### config.mk
export PLATFORM = sky130hd
export DESIGN_NAME = uart_line_core
export DESIGN_NICKNAME = d
export VERILOG_FILES = /design/src/core/uart_pkg.sv /design/src/core/uart_line_core.sv /design/src/core/uart_tx_shift.sv /design/src/core/uart_rx_frame.sv
export SDC_FILE = /design/constraint.sdc
export NUM_CORES = 1
export LEC_CHECK = 0
export ABC_AREA = 1
export BUFFER_PORTS_ARGS = -buffer_cell sky130_fd_sc_hd__buf_4
export CORE_UTILIZATION = 50
export CTS_BUF_LIST = sky130_fd_sc_hd__clkbuf_8
export CTS_CLUSTER_SIZE = 28
export DETAILED_ROUTE_END_ITERATION = 16
export PLACE_DENSITY = 0.71
export RECOVER_POWER = 25
export SLEW_MARGIN = 20
export SYNTH_ARGS = -nofsm -noshare
export SYNTH_HDL_FRONTEND = slang
export SYNTH_SLANG_ARGS = --single-unit
### constraint.sdc
create_clock -name clk -period 7.7 [get_ports clk]
set_clock_uncertainty 0.2 [all_clocks]
set_input_delay 0.385 -clock clk [delete_from_list [all_inputs] [get_ports clk]]
set_output_delay 0.385 -clock clk [all_outputs]
set_load 0.01 [all_outputs]
### src/core/uart_pkg.sv
// shared constants and types for the uart line status block
package uart_pkg;

  // ****************************************
  // register map, byte addresses
  // ****************************************
  localparam logic [31:0] HOLDING_OFS    = 32'hffff_0700;
  localparam logic [31:0] DIVISOR_OFS    = 32'hffff_0704;
  localparam logic [31:0] IDENT_OFS      = 32'hffff_0708;
  localparam logic [31:0] LINE_CTRL_OFS  = 32'hffff_070c;
  localparam logic [31:0] CONTROL_TWO_OFS = 32'hffff_0710;
  localparam logic [31:0] LINE_STATUS_OFS = 32'hffff_0714;
  localparam logic [31:0] IRQ_STATUS_OFS = 32'hffff_0718;
  localparam logic [31:0] IRQ_MASK_OFS   = 32'hffff_071c;

  // ****************************************
  // fields and reset values
  // ****************************************
  localparam int          SRC_SEL_LSB     = 6;
  localparam int          LOOPBACK_BIT    = 4;
  localparam int          TWO_STOP_BIT    = 2;
  localparam int          PARITY_EN_BIT   = 3;
  localparam int          PARITY_EVEN_BIT = 4;
  localparam logic [1:0]  SRC_LIN         = 2'h0;
  localparam logic [1:0]  SRC_GP5         = 2'h2;
  localparam logic [7:0]  CONTROL_TWO_RST = 8'h00;
  localparam logic [7:0]  LINE_STATUS_RST = 8'h60;
  localparam logic [4:0]  LINE_CTRL_RST   = 5'h00;
  localparam logic [15:0] DIVISOR_RST     = 16'h0001;
  localparam logic [2:0]  IDENT_NONE      = 3'h1;
  localparam logic [2:0]  IDENT_LINE      = 3'h6;
  localparam logic [2:0]  IDENT_RX        = 3'h4;
  localparam logic [2:0]  IDENT_TX        = 3'h2;
  localparam int          IRQ_LINE        = 0;
  localparam int          IRQ_RX          = 1;
  localparam int          IRQ_TX          = 2;

  // ****************************************
  // timing counts
  // ****************************************
  localparam int          OVERSAMPLE      = 16;
  localparam int          BREAK_BITS      = 12;
  localparam logic [7:0]  BREAK_TICKS     = 8'(BREAK_BITS * OVERSAMPLE);

  typedef struct packed {
    logic unused;
    logic transmitter_fully_empty;
    logic tx_holding_empty;
    logic break_seen;
    logic framing_fault;
    logic parity_fault;
    logic overrun_fault;
    logic rx_data_ready;
  } line_status_s;

  typedef struct packed {
    logic [7:0] data;
    logic       parity_fault;
    logic       framing_fault;
  } rx_result_s;

endpackage : uart_pkg

### src/core/uart_line_core.sv
// uart control, line status, holding registers and interrupt logic
//
// Local design decision: the strobed register port.
`timescale 1ns/100ps
// How it works
// bits 7:6 pick lin or pin five
// loopback bit holds transmit pin high
// fully empty sets idle, clears on write
// holding empty sets, clears on write
// long low line sets break flag
// bad stop bit sets framing flag
// failed parity check sets parity flag
// unread character overwritten sets overrun flag
// data ready until holding register read
// line status has top ident, read clears
// enabled error bits raise line interrupt
// error flags held until status read
module uart_line_core
(
  input  wire logic        clk,
  input  wire logic        reset_n,
  input  wire logic [31:0] addr,
  input  wire logic [31:0] wdata,
  input  wire logic        wr_en,
  input  wire logic        rd_en,
  output logic      [31:0] rdata_q,
  input  wire logic        lin_rx_pin,
  input  wire logic        general_pin_five,
  output logic             tx_pin_q,
  output logic             irq_q
);

  // ****************************************
  // pin synchronisers
  // ****************************************
  logic [1:0] lin_sync_q;
  logic [1:0] gp5_sync_q;

  always_ff @(posedge clk or negedge reset_n)
  begin
    if (!reset_n)
    begin
      lin_sync_q <= 2'h3;
      gp5_sync_q <= 2'h3;
    end
    else
    begin
      lin_sync_q <= {lin_sync_q[0], lin_rx_pin};
      gp5_sync_q <= {gp5_sync_q[0], general_pin_five};
    end
  end

  // ****************************************
  // access decode
  // ****************************************
  function automatic logic hit(input logic [31:0] a, input logic [31:0] ofs);
    hit = (a == ofs);
  endfunction : hit

  logic wr_hold;
  logic rd_hold;
  logic rd_status;

  assign wr_hold   = wr_en && hit(addr, uart_pkg::HOLDING_OFS);
  assign rd_hold   = rd_en && hit(addr, uart_pkg::HOLDING_OFS);
  assign rd_status = rd_en && hit(addr, uart_pkg::LINE_STATUS_OFS);

  // ****************************************
  // control registers
  // ****************************************
  logic [7:0]  uart_control_two_q;
  logic [4:0]  line_ctrl_q;
  logic [15:0] divisor_q;
  logic [2:0]  irq_mask_q;
  logic        loopback;
  logic [1:0]  rx_source_select;

  assign loopback         = uart_control_two_q[uart_pkg::LOOPBACK_BIT];
  assign rx_source_select = uart_control_two_q[uart_pkg::SRC_SEL_LSB +: 2];

  always_ff @(posedge clk or negedge reset_n)
  begin
    if (!reset_n)
    begin
      uart_control_two_q <= uart_pkg::CONTROL_TWO_RST;
      line_ctrl_q        <= uart_pkg::LINE_CTRL_RST;
      divisor_q          <= uart_pkg::DIVISOR_RST;
      irq_mask_q         <= 3'h0;
    end
    else if (wr_en)
    begin
      if (hit(addr, uart_pkg::CONTROL_TWO_OFS))
        uart_control_two_q <= wdata[7:0] & 8'hd0;
      if (hit(addr, uart_pkg::LINE_CTRL_OFS))
        line_ctrl_q <= wdata[4:0];
      if (hit(addr, uart_pkg::DIVISOR_OFS))
        divisor_q <= wdata[15:0];
      if (hit(addr, uart_pkg::IRQ_MASK_OFS))
        irq_mask_q <= wdata[2:0];
    end
  end

  // ****************************************
  // oversample tick generator
  // ****************************************
  logic [15:0] baud_cnt_q;
  logic        tick_q;

  always_ff @(posedge clk or negedge reset_n)
  begin
    if (!reset_n)
    begin
      baud_cnt_q <= 16'h0000;
      tick_q     <= 1'b0;
    end
    else if (baud_cnt_q + 16'h0001 >= divisor_q)
    begin
      baud_cnt_q <= 16'h0000;
      tick_q     <= 1'b1;
    end
    else
    begin
      baud_cnt_q <= baud_cnt_q + 16'h0001;
      tick_q     <= 1'b0;
    end
  end

  // ****************************************
  // transmit path
  // ****************************************
  logic [7:0] tx_holding_reg_q;
  logic       tx_full_q;
  logic       tx_load;
  logic       tx_busy;
  logic       tx_serial;

  assign tx_load = tx_full_q && !tx_busy;

  always_ff @(posedge clk or negedge reset_n)
  begin
    if (!reset_n)
    begin
      tx_holding_reg_q <= 8'h00;
      tx_full_q        <= 1'b0;
    end
    else if (wr_hold)
    begin
      tx_holding_reg_q <= wdata[7:0];
      tx_full_q        <= 1'b1;
    end
    else if (tx_load)
      tx_full_q <= 1'b0;
  end

  uart_tx_shift u_tx
  (
    .clk         (clk),
    .reset_n     (reset_n),
    .tick        (tick_q),
    .load        (tx_load),
    .data        (tx_holding_reg_q),
    .parity_en   (line_ctrl_q[uart_pkg::PARITY_EN_BIT]),
    .parity_even (line_ctrl_q[uart_pkg::PARITY_EVEN_BIT]),
    .two_stop    (line_ctrl_q[uart_pkg::TWO_STOP_BIT]),
    .serial_q    (tx_serial),
    .busy_q      (tx_busy)
  );

  always_ff @(posedge clk or negedge reset_n)
  begin
    if (!reset_n)
      tx_pin_q <= 1'b1;
    else
      tx_pin_q <= loopback ? 1'b1 : tx_serial;
  end

  // ****************************************
  // receive path
  // ****************************************
  logic                 rx_in;
  uart_pkg::rx_result_s rx_result;
  logic                 rx_valid;
  logic                 rx_break;

  always_comb
  begin
    if (loopback)
      rx_in = tx_serial;
    else if (rx_source_select == uart_pkg::SRC_LIN)
      rx_in = lin_sync_q[1];
    else if (rx_source_select == uart_pkg::SRC_GP5)
      rx_in = gp5_sync_q[1];
    else
      rx_in = 1'b1;
  end

  uart_rx_frame u_rx
  (
    .clk         (clk),
    .reset_n     (reset_n),
    .tick        (tick_q),
    .serial_in   (rx_in),
    .parity_en   (line_ctrl_q[uart_pkg::PARITY_EN_BIT]),
    .parity_even (line_ctrl_q[uart_pkg::PARITY_EVEN_BIT]),
    .result_q    (rx_result),
    .valid_q     (rx_valid),
    .break_q     (rx_break)
  );

  // ****************************************
  // line status flags
  // ****************************************
  logic [7:0] rx_holding_reg_q;
  logic       ready_q;
  logic       overrun_q;
  logic       framing_q;
  logic       parity_q;
  logic       break_q;
  logic       overrun_evt;

  assign overrun_evt = rx_valid && ready_q && !rd_hold;

  always_ff @(posedge clk or negedge reset_n)
  begin
    if (!reset_n)
    begin
      rx_holding_reg_q <= 8'h00;
      ready_q          <= 1'b0;
    end
    else if (rx_valid)
    begin
      rx_holding_reg_q <= rx_result.data;
      ready_q          <= 1'b1;
    end
    else if (rd_hold)
      ready_q <= 1'b0;
  end

  // errors stay until a status read; a new event beats the read
  always_ff @(posedge clk or negedge reset_n)
  begin
    if (!reset_n)
    begin
      overrun_q <= 1'b0;
      framing_q <= 1'b0;
      parity_q  <= 1'b0;
      break_q   <= 1'b0;
    end
    else
    begin
      overrun_q <= overrun_evt || (overrun_q && !rd_status);
      framing_q <= (rx_valid && rx_result.framing_fault) || (framing_q && !rd_status);
      parity_q  <= (rx_valid && rx_result.parity_fault) || (parity_q && !rd_status);
      break_q   <= rx_break || (break_q && !rd_status);
    end
  end

  uart_pkg::line_status_s uart_line_status;
  logic                   line_err;

  always_comb
  begin
    uart_line_status                         = '0;
    uart_line_status.transmitter_fully_empty = !tx_full_q && !tx_busy;
    uart_line_status.tx_holding_empty        = !tx_full_q;
    uart_line_status.break_seen              = break_q;
    uart_line_status.framing_fault           = framing_q;
    uart_line_status.parity_fault            = parity_q;
    uart_line_status.overrun_fault           = overrun_q;
    uart_line_status.rx_data_ready           = ready_q;
  end

  assign line_err = framing_q || parity_q || overrun_q || break_q;

  // ****************************************
  // interrupt status, mask and ident
  // ****************************************
  logic [2:0] irq_status_q;
  logic [2:0] irq_evt;
  logic [2:0] irq_clr;
  logic [2:0] ident;

  assign irq_evt = {tx_load, rx_valid, overrun_evt || rx_break || (rx_valid && |rx_result[1:0])};
  assign irq_clr = (wr_en && hit(addr, uart_pkg::IRQ_STATUS_OFS)) ? wdata[2:0] : 3'h0;

  always_ff @(posedge clk or negedge reset_n)
  begin
    if (!reset_n)
      irq_status_q <= 3'h0;
    else
      irq_status_q <= irq_evt | (irq_status_q & ~irq_clr);
  end

  always_ff @(posedge clk or negedge reset_n)
  begin
    if (!reset_n)
      irq_q <= 1'b0;
    else
      irq_q <= |(irq_status_q & irq_mask_q) || (irq_mask_q[uart_pkg::IRQ_LINE] && line_err);
  end

  always_comb
  begin
    if (line_err && irq_mask_q[uart_pkg::IRQ_LINE])
      ident = uart_pkg::IDENT_LINE;
    else if (ready_q && irq_mask_q[uart_pkg::IRQ_RX])
      ident = uart_pkg::IDENT_RX;
    else if (!tx_full_q && irq_mask_q[uart_pkg::IRQ_TX])
      ident = uart_pkg::IDENT_TX;
    else
      ident = uart_pkg::IDENT_NONE;
  end

  // ****************************************
  // read data
  // ****************************************
  always_ff @(posedge clk or negedge reset_n)
  begin
    if (!reset_n)
      rdata_q <= 32'h0000_0000;
    else if (!rd_en)
      rdata_q <= 32'h0000_0000;
    else
      case (addr)
        uart_pkg::HOLDING_OFS:     rdata_q <= {24'h00_0000, rx_holding_reg_q};
        uart_pkg::DIVISOR_OFS:     rdata_q <= {16'h0000, divisor_q};
        uart_pkg::IDENT_OFS:       rdata_q <= {29'h0000_0000, ident};
        uart_pkg::LINE_CTRL_OFS:   rdata_q <= {27'h000_0000, line_ctrl_q};
        uart_pkg::CONTROL_TWO_OFS: rdata_q <= {24'h00_0000, uart_control_two_q};
        uart_pkg::LINE_STATUS_OFS: rdata_q <= {24'h00_0000, uart_line_status};
        uart_pkg::IRQ_STATUS_OFS:  rdata_q <= {29'h0000_0000, irq_status_q};
        uart_pkg::IRQ_MASK_OFS:    rdata_q <= {29'h0000_0000, irq_mask_q};
        default:                   rdata_q <= 32'h0000_0000;
      endcase
  end

  // ****************************************
  // checks
  // ****************************************
  property p_src_lin;
    @(posedge clk) disable iff (!reset_n)
    (!loopback && rx_source_select == uart_pkg::SRC_LIN) |-> rx_in == lin_sync_q[1];
  endproperty
  a_src_lin: assert property (p_src_lin) else $error("rx source not lin");

  property p_loop_high;
    @(posedge clk) disable iff (!reset_n)
    loopback [*2] |-> tx_pin_q;
  endproperty
  a_loop_high: assert property (p_loop_high) else $error("tx pin low in loopback");

  property p_transmitter_fully_empty_write;
    @(posedge clk) disable iff (!reset_n)
    wr_hold |=> !uart_line_status.transmitter_fully_empty && !uart_line_status.tx_holding_empty;
  endproperty
  a_transmitter_fully_empty_write: assert property (p_transmitter_fully_empty_write) else $error("empty flags after write");

  property p_tx_holding_empty_set;
    @(posedge clk) disable iff (!reset_n)
    (tx_load && !wr_hold) |=> uart_line_status.tx_holding_empty;
  endproperty
  a_tx_holding_empty_set: assert property (p_tx_holding_empty_set) else $error("holding empty not set");

  property p_break;
    @(posedge clk) disable iff (!reset_n)
    rx_break |=> uart_line_status.break_seen;
  endproperty
  a_break: assert property (p_break) else $error("break not flagged");

  property p_framing;
    @(posedge clk) disable iff (!reset_n)
    (rx_valid && rx_result.framing_fault) |=> framing_q;
  endproperty
  a_framing: assert property (p_framing) else $error("framing not flagged");

  property p_parity;
    @(posedge clk) disable iff (!reset_n)
    (rx_valid && rx_result.parity_fault) |=> parity_q;
  endproperty
  a_parity: assert property (p_parity) else $error("parity not flagged");

  property p_overrun;
    @(posedge clk) disable iff (!reset_n)
    (rx_valid && ready_q && !rd_hold) |=> overrun_q;
  endproperty
  a_overrun: assert property (p_overrun) else $error("overrun not flagged");

  property p_ready_clear;
    @(posedge clk) disable iff (!reset_n)
    (rd_hold && !rx_valid) |=> !ready_q;
  endproperty
  a_ready_clear: assert property (p_ready_clear) else $error("data ready stuck");

  property p_status_clear;
    @(posedge clk) disable iff (!reset_n)
    (rd_status && !rx_valid && !rx_break) |=> !framing_q && !parity_q && !overrun_q;
  endproperty
  a_status_clear: assert property (p_status_clear) else $error("errors kept after read");

  property p_line_irq;
    @(posedge clk) disable iff (!reset_n)
    (irq_mask_q[uart_pkg::IRQ_LINE] && (framing_q || parity_q || overrun_q)) |=> irq_q;
  endproperty
  a_line_irq: assert property (p_line_irq) else $error("line irq missing");

  property p_sticky;
    @(posedge clk) disable iff (!reset_n)
    (framing_q && !rd_status) |=> framing_q;
  endproperty
  a_sticky: assert property (p_sticky) else $error("framing flag lost");

endmodule : uart_line_core

### src/core/uart_tx_shift.sv
// transmit shift register with start, parity and stop bits
`timescale 1ns/100ps
module uart_tx_shift
(
  input  wire logic       clk,
  input  wire logic       reset_n,
  input  wire logic       tick,
  input  wire logic       load,
  input  wire logic [7:0] data,
  input  wire logic       parity_en,
  input  wire logic       parity_even,
  input  wire logic       two_stop,
  output logic            serial_q,
  output logic            busy_q
);
  typedef enum logic [2:0] {TX_IDLE, TX_START, TX_DATA, TX_PARITY, TX_STOP} tx_state_e;

  tx_state_e  state_q;
  logic [3:0] phase_q;
  logic [2:0] bit_q;
  logic [7:0] shift_q;
  logic       par_q;
  logic       stop_q;

  always_ff @(posedge clk or negedge reset_n)
  begin
    if (!reset_n)
    begin
      state_q  <= TX_IDLE;
      phase_q  <= 4'h0;
      bit_q    <= 3'h0;
      shift_q  <= 8'h00;
      par_q    <= 1'b0;
      stop_q   <= 1'b0;
      serial_q <= 1'b1;
      busy_q   <= 1'b0;
    end
    else if (state_q == TX_IDLE)
    begin
      if (load)
      begin
        state_q  <= TX_START;
        shift_q  <= data;
        par_q    <= ~parity_even ^ (^data);
        phase_q  <= 4'h0;
        busy_q   <= 1'b1;
        serial_q <= 1'b0;
      end
    end
    else if (tick)
    begin
      phase_q <= phase_q + 4'h1;
      if (phase_q == 4'hf)
      begin
        case (state_q)
          TX_START:
          begin
            state_q  <= TX_DATA;
            bit_q    <= 3'h0;
            serial_q <= shift_q[0];
          end
          TX_DATA:
          begin
            shift_q <= {1'b0, shift_q[7:1]};
            bit_q   <= bit_q + 3'h1;
            if (bit_q == 3'h7)
            begin
              state_q  <= parity_en ? TX_PARITY : TX_STOP;
              serial_q <= parity_en ? par_q : 1'b1;
              stop_q   <= two_stop;
            end
            else
              serial_q <= shift_q[1];
          end
          TX_PARITY:
          begin
            state_q  <= TX_STOP;
            serial_q <= 1'b1;
          end
          TX_STOP:
          begin
            stop_q <= 1'b0;
            if (!stop_q)
            begin
              state_q <= TX_IDLE;
              busy_q  <= 1'b0;
            end
          end
          default: state_q <= TX_IDLE;
        endcase
      end
    end
  end

endmodule : uart_tx_shift

### src/core/uart_rx_frame.sv
// receive framer with parity, stop bit and break checks
`timescale 1ns/100ps
module uart_rx_frame
(
  input  wire logic         clk,
  input  wire logic         reset_n,
  input  wire logic         tick,
  input  wire logic         serial_in,
  input  wire logic         parity_en,
  input  wire logic         parity_even,
  output uart_pkg::rx_result_s result_q,
  output logic              valid_q,
  output logic              break_q
);
  typedef enum logic [2:0] {RX_IDLE, RX_START, RX_DATA, RX_PARITY, RX_STOP} rx_state_e;

  rx_state_e  state_q;
  logic [3:0] phase_q;
  logic [2:0] bit_q;
  logic [7:0] shift_q;
  logic       pbad_q;
  logic [7:0] low_q;

  always_ff @(posedge clk or negedge reset_n)
  begin
    if (!reset_n)
    begin
      state_q  <= RX_IDLE;
      phase_q  <= 4'h0;
      bit_q    <= 3'h0;
      shift_q  <= 8'h00;
      pbad_q   <= 1'b0;
      result_q <= '0;
      valid_q  <= 1'b0;
    end
    else
    begin
      valid_q <= 1'b0;
      if (tick)
      begin
        phase_q <= phase_q + 4'h1;
        case (state_q)
          RX_IDLE:
          begin
            phase_q <= 4'h0;
            if (!serial_in)
              state_q <= RX_START;
          end
          RX_START:
            if (phase_q == 4'h7)
            begin
              phase_q <= 4'h0;
              bit_q   <= 3'h0;
              pbad_q  <= 1'b0;
              state_q <= serial_in ? RX_IDLE : RX_DATA;
            end
          RX_DATA:
            if (phase_q == 4'hf)
            begin
              shift_q <= {serial_in, shift_q[7:1]};
              bit_q   <= bit_q + 3'h1;
              if (bit_q == 3'h7)
                state_q <= parity_en ? RX_PARITY : RX_STOP;
            end
          RX_PARITY:
            if (phase_q == 4'hf)
            begin
              pbad_q  <= parity_even ? (^shift_q ^ serial_in) : ~(^shift_q ^ serial_in);
              state_q <= RX_STOP;
            end
          RX_STOP:
            if (phase_q == 4'hf)
            begin
              result_q.data          <= shift_q;
              result_q.parity_fault  <= pbad_q;
              result_q.framing_fault <= ~serial_in;
              valid_q                <= 1'b1;
              state_q                <= RX_IDLE;
            end
          default: state_q <= RX_IDLE;
        endcase
      end
    end
  end

  // break: line low longer than the longest frame, one pulse per low spell
  always_ff @(posedge clk or negedge reset_n)
  begin
    if (!reset_n)
    begin
      low_q   <= 8'h00;
      break_q <= 1'b0;
    end
    else
    begin
      break_q <= 1'b0;
      if (serial_in)
        low_q <= 8'h00;
      else if (tick && low_q != 8'hff)
      begin
        low_q   <= low_q + 8'h01;
        break_q <= (low_q == uart_pkg::BREAK_TICKS);
      end
    end
  end

endmodule : uart_rx_frame

# After elaboration in Yosys (flattened, before gate mapping)
# Index checks and enable logic that the tools add are counted.
# Widths: inputs -> output; s select.
[totals]
regBits = 168
input_bits = 70
[classes]
addsub = 6
n_lt_le_gt_ge = 1
eq_ne = 35
muxes = 71
bitwise = 10
reduce_logical = 69
[op_table]
columns = ["cell", "count"]
rows = [
  ["$eq 32x32->1 const B", 8],
  ["$pmux 16 s8", 1],
  ["$mux 8", 7],
  ["$mux 3", 18],
  ["$mux 16", 2],
  ["$mux 1", 29],
  ["$reduce_bool 2->1", 11],
  ["$reduce_and 4->1", 5],
  ["$logic_and 1x1->1", 19],
  ["$add 16x1->16 const B", 1],
  ["$ge 16x16->1", 1],
  ["$mux 4", 4],
  ["$reduce_xor 8->1", 2],
  ["$pmux 3 s5", 1],
  ["$reduce_and 5->1", 3],
  ["$eq 3x2->1 const B", 4],
  ["$eq 3x3->1 const B", 4],
  ["$ne 2x1->1 const B", 6],
  ["$pmux 3 s2", 2],
  ["$pmux 3 s4", 1],
  ["$reduce_and 2->1", 6],
  ["$logic_or 1x1->1", 10],
  ["$add 4x1->4 const B", 2],
  ["$add 8x1->8 const B", 1],
  ["other kinds (27)", 44],
]

# Logic depth before layout (Yosys ltp)
[logic_depth]
ltp_word = 9
ltp_mapped = 18

# Cells and area by module
# A second synthesis with hierarchy kept.
[unflattened]
hier_cells = 1036
hier_area_um2 = 8215.4
[modules_own_cells]
columns = ["mod", "n_inst", "cells_each", "area_each_um2", "seq_area_each_um2"]
rows = [
  ["uart_line_core", 1, 598, 4817.1, 2284.7],
  ["uart_rx_frame", 1, 257, 2098.3, 975.9],
  ["uart_tx_shift", 1, 181, 1300.0, 551.8],
]

# Worst setup path before layout
# Ideal clock, no wire load.
[synth_path]
path_type = "register to register"
start = "register baud_cnt_q[0]"
end = "register baud_cnt_q[14]"
setup_ps = 132
arrival_time_ps = 2729
required_time_ps = 7368
slack_ps = 4639
stages_incl_launch_ff = 19
n_path_buf = 1
synth_period_minus_slack_ps = 3061
cell_sequence = "dfrtp_1 -> ha_1 -> nand2_1 -> nor2_1 -> nand4_1 -> nand2b_1 -> nor2_1 -> nand3_1 -> xor2_1 -> inv_1 -> ha_1 -> nand2_1 -> inv_1 -> nand3_1 -> nor3_1 -> o21ai_0 -> nand3_1 -> clkbuf_1 -> nor2_1"
[synth_between]
elab_chain_cells = 3
[synth_rtl]
columns = ["element", "line_no", "source"]
rows = [
  ["start: declaration", "uart_line_core.sv:106", "logic [15:0] baud_cnt_q;"],
  ["start signal: assignment", "uart_line_core.sv:123", "baud_cnt_q <= baud_cnt_q + 16'h0001;"],
  ["$add 16x1->16 *", "uart_line_core.sv:116, uart_line_core.sv:123", ""],
  ["$ge 16x16->1", "uart_line_core.sv:116", "else if (baud_cnt_q + 16'h0001 >= divisor_q)"],
  ["$mux 16 *", "uart_line_core.sv:116", ""],
]
# Mark *: on every way between the ends. The rest lies on a longest branch, timed or not.
# A chain may end at the register's enable or synchronous reset.

==> results.toml <==
[outcome]
status = "complete, but fails checks"
violations = "capacitance limit, slew limit"

[power_and_ir_drop]
cellLeakagePower_nw = 4.48
ir_drop_v = 0.000156
power_w = 0.00173
power_density_nw_per_um2 = 190

[floorplanning]
initial_core_util_pct = 51.5
ioPinCount = 104
die_area_um2 = 16300
die-height_um = 128
fp.dieW_um = 128
core_area_um2 = 15300
rows = 45

[layout]
n_antenna_cell = 0
final_util_pct = 59.4
final_layout_size_suffix_gt1_share_pct = 14.3
fillers = 1355
design_area_um2 = 9100
nNetsFinal = 1128
areaGrowthSynthToFinish_pct = 15.5

[logic_synthesis]
synth_top_cell_by_area = "dfrtp_1"
seq_area_frac_synth_pct = 48.4
avgSynthCellArea_um2 = 8.29
syn_area_um2 = 7880
synth-warning-count = 0
synth_edf_count = 0
synth_area_leaders = "dfrtp_1 (46%), nand2_1 (11%), inv_1 (5.9%), o21ai_0 (4.5%), nor2_1 (4.3%)"
ys.flop_type = "dfrtp_1"
ys_ff_latch = 152
synth_cells = 950
synthTopCellsByCount = "nand2_1 (223), dfrtp_1 (145), inv_1 (124)"
ys_async_sr_fraction_pct = 100
synth_most_common_cell = "nand2_1"
synth_top_area_share_pct = 46.0
synth_cell_type_count = 46

[critical_path]
cp.required_ns = 7.99
worstPathCellList = "dlygate4sd3_1, clkbuf_1, buf_6"
worstSetupEndpointType = "asynchronous set/reset pin"
cp.arrival_ns = 4.25
cp_slowest_cell = "clkbuf_1"
r2r-end = "baud_cnt_q[10]"
reg2reg_slack_ns = 4.01
ff2ff_path_depth = 17
worst-path-max-fanout = 85
cp-start-kind = "primary input"
cpPeakStageDelay_ns = 2.50
r2r_start = "baud_cnt_q[0]"
criticalPathCategory = "primary input to asynchronous set/reset pin"

[drt]
ant_nets = 0
routed_wl_mm = 16.6
drt_pass1_iterations = 5
remaining_drc_errors = 0
avgViaCountPerCell = 5.01
vias = 6302
first_iter_violations = 455
wl_per_cell_um = 13.2

[hold_path]
hp-class = "primary input to register"
hp-start = "wdata[5]"
holdPathEnd = "tx_holding_reg_q[5]"
hold_depth = 3

[grt]
grt_max_degree = 86
antenna_found_initial = 0
grt_pass1_wl_mm = 28.0
track_usage_pct = 22.0
overflow = 0
grt_pass1_vias = 5878

[clock_tree]
hold_buffers = 11
clkSinkCount = 152
clock_latency_ns = 0.45
cts_resized = 0
cts_max_level = 4
cts_tree = "done"
cts_made_buffers = 17
clkTransAtPathRegs_ns = 0.09
clockBufferDepth = 2
cts_setup_buffers = 0
clockRootBuffer = "clkbuf_8"

[sta]
relSlewSlack_pct = -139
final.min_clock_period_ns = 3.96
rsz0062_at_grt = "false"
fmax_mhz = 252
worstMarginPinSlew_ns = 3.58
period_share_pct = 51.4
setup_viol = 0
finalMaxSlewViolations = 69
fin_tns_setup_ns = 0
hold_viol_final = 0

[placed_design]
gp_congestion = 0.901
portBuffers = 71
dpl_cell_area_um2 = 8530
hpwl_mm = 12.0

[run]
drv_cap = 1
[final cells by class]
cell class | instances | area (um^2) | area share [%]
Clock buffer | 22 | 303 | 3.33
Timing Repair Buffer | 84 | 658 | 7.23
Inverter | 126 | 473 | 5.20
Multi-Input combinational cell | 652 | 3430 | 37.6
Sequential cell | 152 | 3810 | 41.9
Tap cell | 211 | 264 | 2.90
Clock inverter | 10 | 165 | 1.81
[report_power, final]
group          total, W  internal [W]  switching (W)  leakage (nW)
clock          0.000696      0.000397       0.000298         0.227
combinational  0.000181     0.0000693       0.000111          2.23
sequential     0.000852      0.000828      0.0000239          2.02
total           0.00173       0.00129       0.000434          4.48
[routing by layer]
layer	vias to the layer above	part of all wire (%)	wire length, um	track usage [%]
li1	3189	-	-	-
met1	2958	48	7920	29.9
met2	139	46	7680	35.1
met3	16	4.8	800	4.73
met4	0	1.1	175	6.93
met5	-	0	0	0
[logic make-up after synthesis]
logic type               Yosys count  synth area share (%)
XOR/XNOR                          29                  3.22
other                              1                0.0476
buffers and inverters            161                  8.86
AND/OR/NAND/NOR                  436                  25.6
adder cells (fa/ha/maj)           25                  3.97
flip-flops                       152                  48.4
AO/OA/AOI/OAI                    146                  9.89
[registers in the layout, summed over array words and instances (netlist names), 3 cells and up]
name and flops:
irq_mask_q 3, irq_status_q 3, baud_cnt_q 16, u_rx.result_q 10, u_rx.state_q 3, line_ctrl_q 5, rx_holding_reg_q 8, u_rx.low_q 8
u_rx.bit_q 3, tx_holding_reg_q 8, u_rx.shift_q 8, u_tx.shift_q 8, divisor_q 16, u_tx.bit_q 3, u_tx.state_q 3, rdata_q 16
u_tx.phase_q 4, uart_control_two_q 3, u_rx.phase_q 4
[stage by stage]
stage	cells	hold WS [ns]	setup slack, ns
3_5_place_dp	1214	0.147	4.11
2_1_floorplan	965	-0.111	4.64
5_1_grt	1257	0.00357	2.93
3_3_place_gp	1214	0.146	4.15
4_1_cts	1257	0.00581	3.97
6_report	1257	0.0272	3.74
[worst max path at each step]
stage,end,startpoint,depth (start not counted)
floorplan,baud_cnt_q[14],baud_cnt_q[0],18
finish,rdata_q[6],reset_n,3
global placement,baud_cnt_q[10],baud_cnt_q[0],17
global route,overrun_q,reset_n,3
detailed placement,baud_cnt_q[12],baud_cnt_q[0],17
CTS,baud_cnt_q[10],baud_cnt_q[0],17
[worst max-delay path: cells and delay by family]
| family | cells | cell delay (ns) |
|---|---|---|
| buffers and inverters | 3 | 3.80 |
[placed cells by master, fill, tap and decap left out, types with 2 or more instances in the layout]
cell / synthesis / routed
clkinvlp_4: 0 / 3
o21ai_0: 71 / 71
dfrtp_1: 145 / 145
bufinv_16: 0 / 4
or2_2: 3 / 3
nand2_2: 5 / 5
nor2_2: 4 / 4
nand4_1: 24 / 24
clkbuf_8: 0 / 22
clkinv_4: 0 / 2
buf_4: 19 / 69
conb_1: 1 / 16
nand2_1: 223 / 223
a32o_1: 2 / 2
o211ai_1: 2 / 2
nand3_1: 43 / 43
nor3_1: 13 / 13
nand3_2: 3 / 3
ha_1: 25 / 25
dfstp_2: 7 / 6
a31oi_1: 9 / 9
dlygate4sd3_1: 0 / 11
inv_1: 124 / 124
nor3b_4: 2 / 2
o22ai_1: 3 / 3
nor2_4: 15 / 15
nor2_1: 91 / 91
xnor2_1: 10 / 10
nor3_2: 2 / 2
xor2_1: 19 / 19
a21oi_1: 28 / 28
o21ai_1: 24 / 24
a22oi_1: 2 / 2
clkbuf_4: 0 / 2
(Power assumes the default switching activity.)
